## src/bcs_consts.vh

```
`ifndef BCS_CONSTS_VH
`define BCS_CONSTS_VH
// Configuration offsets
`define BCS_CMD_OFFSET 8'h04
`define BCS_STATUS_OFFSET 8'h06
// Status word reset value
`define BCS_STATUS_RESET 16'h0010
// Status bit positions
`define BCS_DETECTED_POISON_BIT 15
`define BCS_SIGNALED_SYSERR_BIT 14
`define BCS_RECEIVED_UNSUP_BIT 13
`define BCS_RECEIVED_CA_BIT 12
`define BCS_SIGNALED_CA_BIT 11
`define BCS_MASTER_POISON_BIT 8
`define BCS_CAP_LIST_BIT 4
`define BCS_SELECT_TIMING_HI_BIT 10
`define BCS_SELECT_TIMING_LO_BIT 9
`define BCS_BACK_TO_BACK_BIT 7
`define BCS_RESERVED_MID_BIT 6
`define BCS_HIGH_SPEED_BIT 5
`define BCS_INT_PENDING_BIT 3
`define BCS_RESERVED_LOW_HI_BIT 2
`define BCS_RESERVED_LOW_LO_BIT 0
// Command word bit positions
`define BCS_POISON_REPORT_EN_BIT 6
`define BCS_SYSERR_REPORT_EN_BIT 8
// Command word reset value
`define BCS_CMD_RESET 16'h0000
`endif

```

## src/bcs_status_word.v

```verilog
`timescale 1ns/10ps
`include "bcs_consts.vh"

module bcs_status_word (
  // Clock and reset
  input wire clk,
  input wire rst_n,
  // Configuration access
  input wire [7:0] cfg_addr,
  input wire cfg_wr,
  input wire cfg_rd,
  input wire [1:0] cfg_be,
  input wire [15:0] cfg_wdata,
  output reg [15:0] cfg_rdata,
  output wire cfg_hit,
  // Transaction events, one-cycle strobes
  input wire ev_poisoned_tlp_rx,
  input wire ev_err_msg_tx,
  input wire ev_cpl_unsupported_rx,
  input wire ev_cpl_abort_rx,
  input wire ev_cpl_abort_tx,
  input wire ev_poisoned_cpl_data_rx,
  input wire ev_write_poisoned,
  // Enables taken from the command word
  input wire [15:0] cmd_word,
  output wire poison_report_enable,
  output wire system_error_report_enable,
  // Status word
  output wire [15:0] status_word
);

  // =====================================================
  // Enables taken from the command word
  // Combinational, so a command change applies to the next event
  assign poison_report_enable = cmd_word[`BCS_POISON_REPORT_EN_BIT];
  assign system_error_report_enable = cmd_word[`BCS_SYSERR_REPORT_EN_BIT];

  // =====================================================
  // Event qualification
  wire set_detected_poison;
  wire set_signaled_syserr;
  wire set_received_unsup;
  wire set_received_ca;
  wire set_signaled_ca;
  wire set_master_poison;
  wire master_poison_event;

  // Poisoned packets count whatever the poison report enable
  assign set_detected_poison = ev_poisoned_tlp_rx;
  // A message sent with reporting off leaves no trace
  assign set_signaled_syserr = ev_err_msg_tx & system_error_report_enable;
  // Completion status returned by the far end
  assign set_received_unsup = ev_cpl_unsupported_rx;
  assign set_received_ca = ev_cpl_abort_rx;
  // Completer abort returned by this bridge
  assign set_signaled_ca = ev_cpl_abort_tx;
  // Either poison source, counted only with reporting on
  assign master_poison_event = ev_poisoned_cpl_data_rx | ev_write_poisoned;
  assign set_master_poison = master_poison_event & poison_report_enable;

  // One set strobe per flag, in flag order
  wire [5:0] ev_set;
  assign ev_set[5] = set_detected_poison;
  assign ev_set[4] = set_signaled_syserr;
  assign ev_set[3] = set_received_unsup;
  assign ev_set[2] = set_received_ca;
  assign ev_set[1] = set_signaled_ca;
  assign ev_set[0] = set_master_poison;

  // =====================================================
  // Write-one-to-clear decode
  wire addr_is_status;
  wire status_wr;
  wire [7:0] clr_low;
  wire [7:0] clr_high;
  wire [15:0] clr_mask;
  wire [5:0] ev_clr;

  // Offset match shared with the read port
  assign addr_is_status = (cfg_addr == `BCS_STATUS_OFFSET);
  // Writes elsewhere in the header leave the flags alone
  assign status_wr = cfg_wr & addr_is_status;
  // Each byte lane clears only when its byte enable is set
  assign clr_low = cfg_wdata[7:0] & {8{cfg_be[0]}};
  assign clr_high = cfg_wdata[15:8] & {8{cfg_be[1]}};
  assign clr_mask = {clr_high, clr_low};
  // Ones written to fixed bit positions have no effect
  assign ev_clr[5] = status_wr & clr_mask[`BCS_DETECTED_POISON_BIT];
  assign ev_clr[4] = status_wr & clr_mask[`BCS_SIGNALED_SYSERR_BIT];
  assign ev_clr[3] = status_wr & clr_mask[`BCS_RECEIVED_UNSUP_BIT];
  assign ev_clr[2] = status_wr & clr_mask[`BCS_RECEIVED_CA_BIT];
  assign ev_clr[1] = status_wr & clr_mask[`BCS_SIGNALED_CA_BIT];
  assign ev_clr[0] = status_wr & clr_mask[`BCS_MASTER_POISON_BIT];

  // =====================================================
  // Sticky flags
  // Set wins over clear so an event in the clearing cycle is never lost
  // Synchronous reset clears every flag
  reg [5:0] flag_ff;
  genvar gi;
  generate
    for (gi = 0; gi < 6; gi = gi + 1) begin : g_flag
      always @(posedge clk) begin
        if (!rst_n) begin
          flag_ff[gi] <= 1'b0;
        end else if (ev_set[gi]) begin
          flag_ff[gi] <= 1'b1;
        end else if (ev_clr[gi]) begin
          flag_ff[gi] <= 1'b0;
        end
      end
    end
  endgenerate

  // =====================================================
  // Flag fan-out
  // Bit 15 down to bit 11, then bit 8
  wire detected_poison_flag;
  wire signaled_system_error_flag;
  wire received_unsupported_flag;
  wire received_completer_abort_flag;
  wire signaled_completer_abort_flag;
  wire master_data_poison_flag;

  assign detected_poison_flag = flag_ff[5];
  assign signaled_system_error_flag = flag_ff[4];
  assign received_unsupported_flag = flag_ff[3];
  assign received_completer_abort_flag = flag_ff[2];
  assign signaled_completer_abort_flag = flag_ff[1];
  assign master_data_poison_flag = flag_ff[0];

  // =====================================================
  // Fixed fields
  wire [1:0] select_timing_field;
  wire back_to_back_capable;
  wire reserved_mid;
  wire high_speed_capable;
  wire capability_list_present;
  wire interrupt_pending_flag;
  wire [2:0] reserved_low;

  // Timing field has no meaning on this link
  assign select_timing_field = 2'b00;
  // No fast back-to-back transfers on this link
  assign back_to_back_capable = 1'b0;
  // Reserved bits
  assign reserved_mid = 1'b0;
  // Conventional bus speed does not apply
  assign high_speed_capable = 1'b0;
  // Further capability structures hang off the header
  assign capability_list_present = 1'b1;
  // The bridge raises no interrupts of its own
  assign interrupt_pending_flag = 1'b0;
  assign reserved_low = 3'b000;

  // =====================================================
  // Status word assembly
  reg [15:0] status_comb;

  always @* begin
    status_comb = 16'h0000;
    // Sticky error flags
    status_comb[`BCS_DETECTED_POISON_BIT] = detected_poison_flag;
    status_comb[`BCS_SIGNALED_SYSERR_BIT] = signaled_system_error_flag;
    status_comb[`BCS_RECEIVED_UNSUP_BIT] = received_unsupported_flag;
    status_comb[`BCS_RECEIVED_CA_BIT] = received_completer_abort_flag;
    status_comb[`BCS_SIGNALED_CA_BIT] = signaled_completer_abort_flag;
    status_comb[`BCS_MASTER_POISON_BIT] = master_data_poison_flag;
    // Read-only fields
    status_comb[`BCS_SELECT_TIMING_HI_BIT:`BCS_SELECT_TIMING_LO_BIT] = select_timing_field;
    status_comb[`BCS_BACK_TO_BACK_BIT] = back_to_back_capable;
    status_comb[`BCS_RESERVED_MID_BIT] = reserved_mid;
    status_comb[`BCS_HIGH_SPEED_BIT] = high_speed_capable;
    status_comb[`BCS_CAP_LIST_BIT] = capability_list_present;
    status_comb[`BCS_INT_PENDING_BIT] = interrupt_pending_flag;
    status_comb[`BCS_RESERVED_LOW_HI_BIT:`BCS_RESERVED_LOW_LO_BIT] = reserved_low;
  end

  assign status_word = status_comb;

  // =====================================================
  // Read port
  // Unaddressed reads return zero so a stale word never leaks out
  reg [15:0] nxt_rdata;

  assign cfg_hit = addr_is_status;

  always @* begin
    nxt_rdata = 16'h0000;
    if (cfg_rd && addr_is_status) begin
      nxt_rdata = status_word;
    end
  end

  // Registered so read data stands for one full cycle
  always @(posedge clk) begin
    if (!rst_n) begin
      cfg_rdata <= `BCS_STATUS_RESET;
    end else begin
      cfg_rdata <= nxt_rdata;
    end
  end

endmodule

```

## config.mk

```make
export PLATFORM = sky130hd
export DESIGN_NAME = bcs_status_word
export DESIGN_NICKNAME = d
export VERILOG_FILES = /design/src/bcs_status_word.v
export VERILOG_INCLUDE_DIRS = /design/src /design/src/src
export SDC_FILE = /design/constraint.sdc
export NUM_CORES = 1
export LEC_CHECK = 0
export BUFFER_PORTS_ARGS = -buffer_cell sky130_fd_sc_hd__buf_4
export CAP_MARGIN = 20
export CORE_MARGIN = 2
export CORE_UTILIZATION = 31
export CTS_CLUSTER_DIAMETER = 120
export DETAILED_ROUTE_END_ITERATION = 12
export PLACE_DENSITY = 0.83
export SKIP_CTS_REPAIR_TIMING = 1
export SLEW_MARGIN = 40
export SYNTH_ARGS = -nofsm -noshare
export SYNTH_HDL_FRONTEND = slang
export SYNTH_SLANG_ARGS = --single-unit
```

## constraint.sdc

```tcl
create_clock -name clk -period 1.4 [get_ports clk]
set_input_delay 0.21 -clock clk [delete_from_list [all_inputs] [get_ports clk]]
set_output_delay 0.21 -clock clk [all_outputs]
set_load 0.1 [all_outputs]
```

# Word-level counts from Yosys, hierarchy flattened
# Index checks and enable logic that the tools add are counted.
# Widths: inputs -> output; s select.
# classes
n_bitwise,11
eq_ne,1
reduce_logical,8
n_mux,13
# op_table
op,n
$mux 1,12
$reduce_bool 2->1,6
$and 1x1->1,9
$and 8x8->8,1
$eq 8x3->1 const B,1
$mux 5,1
$reduce_and 2->1,1
$logic_and 1x1->1,1
$or 1x1->1,1
# totals
output_inout_bits,35
input_bits,53
wordCells,41
reg_bits,22

# Depth between registers and ports, before layout
# Gate-level depths: netlist of run 1.
# logic_depth
depth_word,5
ltp_mapped,3

# Least setup slack after synthesis of run 1
# Ideal clock, no wire load.
# synth_timing
path_type,input to output
startpoint,input port cfg_addr[5]
endpoint,output port cfg_hit
required_time_ps,1190
path_stages,2
path_slack_ps,-882
arrival_ps,2072
path_buffers,0
cell_sequence,or4_4 -> nor2_1
# synth_between
elab_chain_len,1
# synth_rtl
item,line,source
"start, declared",bcs_status_word.v:9,"input wire [7:0] cfg_addr,"
$eq 8x3->1 (no source line),--,
"end, declared",bcs_status_word.v:15,"output wire cfg_hit,"
# No other way between the ends.

# Worst setup path in the final report of run 1
# layout_timing
startpoint,input port cfg_addr[0]
endpoint,output port cfg_hit
# The elaborated chain is that of the path after synthesis.

==> results of run 1 <==
==> registers in the layout, indices dropped and copies added, names as in the netlist <==
name / flops
master_data_poison_flag: 1
received_completer_abort_flag: 1
signaled_completer_abort_flag: 1
cfg_rdata: 7
received_unsupported_flag: 1
detected_poison_flag: 1
signaled_system_error_flag: 1
==> final cells by class <==
cell class	count	area [um^2]	area share
sequential	13	260	0.266
tap	28	35.0	0.0358
multi-input combinational	46	270	0.276
clock buffer	4	26.3	0.0268
inverter	7	26.3	0.0268
timing repair buffer	46	362	0.369
==> Yosys cell counts, drive strengths merged <==
library cell and number:
buf 27, dfxtp 13, inv 7, and3 6
a31oi 5, o21ai 5, conb 2, nand2 2
nor3 2, a21o 1, a21oi 1, a311oi 1
clkbuf 1, nand2b 1, nor2 1, or4 1
or4bb 1
==> routing by layer <==
layer / part of all wire / routed length (um) / global-route usage / vias up
met2: 0.54 / 746 / 0.182 / 41
met1: 0.33 / 452 / 0.0880 / 253
met5: 0 / 0 / 0 / -
li1: - / - / - / 287
met3: 0.12 / 172 / 0.0322 / 2
met4: 0.012 / 16 / 0.0658 / 0
==> power groups by stage <==
stage	registers, uW	clock network (uW)	logic (uW)
2_1_floorplan	410	0	427
6_report	392	221	470
5_1_grt	395	243	481
4_1_cts	392	228	465
3_5_place_dp	401	0	465
3_3_place_gp	400	0	462
==> stage by stage <==
stage | hold WS (ns) | instance area [um^2] | TNS, ns
2_1_floorplan | 0.283 | 763 | -0.117
4_1_cts | 0.108 | 941 | -0.125
3_3_place_gp | 0.395 | 915 | -0.814
5_1_grt | 0.103 | 980 | -0.00459
6_report | 0.116 | 980 | 0
3_5_place_dp | 0.396 | 915 | -0.939
==> kinds of logic (layout without fill, tap and decap cells) <==
group           Yosys count  after routing  share of synthesized area
buf+inv                  35             57                      0.336
simple gates             14             14                      0.165
compound gates           13             13                      0.112
flops                    13             13                      0.376
other cells               2             19                     0.0109
==> path summary, 6_finish.rpt <==
kind	endpoint	slack, ns
setup / recovery	cfg_hit	0.007
hold / removal	master_data_poison_flag$_SDFFE_PN0P_	0.12
setup reg to reg	master_data_poison_flag$_SDFFE_PN0P_	0.67
hold reg to reg	cfg_rdata[13]$_SDFF_PN0_	0.50
==> worst max-delay path, stage by stage <==
cell and delay, ns:
buf_4 0.11, or4bb_4 0.53, nor2_4 0.15, buf_12 0.18
==> impl_metrics.toml, run 1 <==
[power]
power_frac_seq = 0.362
powerDensity_nw_per_um2 = 1110
leakagePower_uw = 0.000541
peakVddDrop_mv = 0.495
total_power_uw = 1080
clkPwrFrac = 0.204
sw_frac_of_total = 0.465
power.internal_uw = 580
pwr-share-comb = 0.434
p_sw_uw = 503

[cts]
cts_tree = "built"
clk-insertion-delay-late_ns = 0.27
cts_made_buffers = 3
cts_buffer_depth = 2
clkSinkCount = 13
cts_root_buf = "clkbuf_4"
clk_pin_slew_ns = 0.07
cts_max_level = 1

[timing]
final_max_slew_viol_count = 0
fin_crit_sh = 0.995
finalHoldViolations = 0
finClkSkew_ns = 0.00634
fin_ws_ns = 0.00670
max_freq_mhz = 718
setup_viol = 0
post-route-min-period_ns = 1.39

[floorplanning]
initial_core_util = 0.319
coreArea_um2 = 2170
rows = 17
die-area_um2 = 2630
ios = 88
die_x_um = 51.2
die_h_um = 51.2

[flow_run]
drv_cap = 0

[logic_synthesis]
yosysWarnings = 0
syn_avg_cell_area_um2 = 8.99
ys_seq_elements = 13
synth_top_area_share = 0.376
synth_top_area_cell = "dfxtp_1"
synth_cells = 77
syn_area_um2 = 692
ys_types = 17
synthTopCellsByArea = "dfxtp_1 38%, buf_4 29%, and3_1 5.4%, nor3_4 4.7%, a31oi_1 4.5%"
ys_seq_area_frac = 0.376

[setup_path]
cp-end-kind = "output port"
cp_max_fo = 2
cp-start-kind = "input port"
cp-startpoint = "cfg_addr[0]"
reg2reg_from = "master_data_poison_flag$_SDFFE_PN0P_"
criticalPathCategory = "input port to output port"
crit_required_ns = 1.19
crit_arrival_ns = 1.18
reg2regPathDepth = 3

[min_path]
holdPathStages = 2
holdCritStartpoint = "cfg_wdata[8]"
hp-class = "input port to flop"

[grt]
grt_pass1_wl_um = 1870
track_usage = 0.0975
antenna_found_initial = 0
grt_pass1_vias = 468
grt_max_degree = 13
overflow = 0

[placement]
gp_congestion = 0.635
placed_cells = 137
preCtsSetupSlack_ns = -0.125
io_buffer_count = 43

[detailed_routing]
firstDrtPassIters = 4
vias_per_cell = 4.05
drtAntennaViolNets = 0
route.detailed.drc = 0
routed_wirelength_um = 1390
vias = 583
wl_per_cell_um = 9.63
drtIter0Drc = 6

[final_layout]
final_util = 0.452
finalNonFillerCells = 144
layout_common_cells = "44 x buf_4, 19 x conb_1, 13 x dfxtp_1"
layout-drive-gt1-share = 0.466
fin_nets = 170
layout_commonest_cell = "buf_4"
syn_to_final_growth_pct = 41.6
n_fill_cell = 218
antenna_cells = 0

[outcome]
status = "finished clean"
(Power assumes the default switching activity.)
==> inputs of run 2 (changes only) <==
--- a/config.mk
+++ b/config.mk
@@ -9,10 +9,11 @@
 export BUFFER_PORTS_ARGS = -buffer_cell sky130_fd_sc_hd__buf_4
 export CAP_MARGIN = 20
 export CORE_MARGIN = 2
-export CORE_UTILIZATION = 31
+export CORE_UTILIZATION = 32
+export CTS_BUF_LIST = sky130_fd_sc_hd__clkbuf_2
 export CTS_CLUSTER_DIAMETER = 120
 export DETAILED_ROUTE_END_ITERATION = 12
-export PLACE_DENSITY = 0.83
+export PLACE_DENSITY = 0.86
 export SKIP_CTS_REPAIR_TIMING = 1
 export SLEW_MARGIN = 40
 export SYNTH_ARGS = -nofsm -noshare
==> run 2 against run 1 <==
The flow now finishes with violations (setup timing). Count of clock-buffer cells in the layout unchanged. Register-to-register slack about the same. Sequential share of layout area up 0.31 points. Largest cell class unchanged.
==> impl_metrics.toml, run 2 (synthesis gave the netlist of run 1 again) <==
[timing]
finalHoldViolations = 0
post-route-min-period_ns = 1.42
max_freq_mhz = 704
tns_ns = -0.0203
fin_ws_ns = -0.0203
setup_viol = 1
fin_crit_sh = 1.01
rsz0062_at_grt = "yes"
final_max_slew_viol_count = 0
finClkSkew_ns = 0.00264

[detailed_routing]
routed_wirelength_um = 1430
vias = 586
drtAntennaViolNets = 0
route.detailed.drc = 0
drtIter0Drc = 14
firstDrtPassIters = 4
vias_per_cell = 4.16
wl_per_cell_um = 10.1

[cts]
cts_made_buffers = 3
cts_max_level = 1
clk_pin_slew_ns = 0.11
clk-insertion-delay-late_ns = 0.26
clkSinkCount = 13
cts_buffer_depth = 2
cts_root_buf = "clkbuf_2"
cts_tree = "built"

[final_layout]
layout_commonest_cell = "buf_4"
syn_to_final_growth_pct = 40.0
antenna_cells = 0
fin_nets = 168
regMostFlops = "cfg_rdata"
layout-drive-gt1-share = 0.465
final_area_um2 = 968
final_util = 0.484
layout_common_cells = "39 x buf_4, 19 x conb_1, 13 x dfxtp_1"
largest_reg_flops = 7

[floorplanning]
rows = 16
die-area_um2 = 2550
die_h_um = 50.5
die_x_um = 50.5
coreArea_um2 = 2000
ios = 88
initial_core_util = 0.346

[flow_run]
drv_cap = 0

[power]
peakVddDrop_mv = 0.446
leakagePower_uw = 0.000538
power.internal_uw = 546
powerDensity_nw_per_um2 = 1090
pwr-share-comb = 0.447
p_sw_uw = 507
sw_frac_of_total = 0.481
power_frac_seq = 0.373
clkPwrFrac = 0.180

[setup_path]
cp_max_fo = 3
criticalPathCategory = "input port to output port"
crit_required_ns = 1.19
cp-start-kind = "input port"
cp-end-kind = "output port"
crit_arrival_ns = 1.21

[grt]
overflow = 0
grt_pass1_vias = 531
antenna_found_initial = 0
track_usage = 0.117
grt_pass1_wl_um = 2260
grt_max_degree = 13

[placement]
post_dp_cell_area_um2 = 913
dpl.hpwl_um = 1180
io_buffer_count = 43
gp_congestion = 0.735
preCtsSetupSlack_ns = -0.122

[outcome]
violations = "setup timing"
status = "finished with violations"

[min_path]
hp-class = "input port to flop"
==> run 2: power by group through the flow <==
| stage | combinational [uW] | clock [uW] | sequential, uW |
|---|---|---|---|
| finish | 471 | 189 | 393 |
| global placement | 461 | 0 | 401 |
| detailed placement | 465 | 0 | 402 |
| floorplan | 427 | 0 | 410 |
| CTS | 465 | 192 | 393 |
| global route | 486 | 215 | 396 |
==> run 2: critical path, stage by stage <==
cell and delay [ns]:
buf_6 0.09, or4bb_4 0.57, nor2_4 0.15, buf_12 0.18
==> run 2: final timing paths <==
kind                                                           start                                   end  slack (ns)  depth (start not counted)
worst min-delay path                                    cfg_wdata[8]  master_data_poison_flag$_SDFFE_PN0P_        0.12                          2
worst max register to register  master_data_poison_flag$_SDFFE_PN0P_  master_data_poison_flag$_SDFFE_PN0P_        0.66                          3
worst max-delay path                                     cfg_addr[3]                               cfg_hit       -0.02                          4
worst min register to register  master_data_poison_flag$_SDFFE_PN0P_               cfg_rdata[8]$_SDFF_PN0_        0.50                          1
==> run 2: layout make-up <==
class | count | area [um^2]
inverter | 7 | 26.3
tap | 27 | 33.8
clock buffer | 4 | 20.0
timing repair buffer | 44 | 358
multi-input combinational | 46 | 270
fill | 205 | 1030
sequential | 13 | 260
==> run 2: per-layer routing <==
metal  vias up  track usage  wire length (um)
met5         -            0                 0
met4         0       0.0631                23
met3         5       0.0387               177
met2        44        0.213               760
met1       256        0.117               467
li1        281            -                 -
==> run 2: stage by stage <==
stage	cells	hold WS, ns	power [uW]
3_3_place_gp	136	0.394	862
3_5_place_dp	136	0.401	866
2_1_floorplan	94	0.283	837
6_report	141	0.119	1050
4_1_cts	140	0.112	1050
5_1_grt	141	0.103	1100
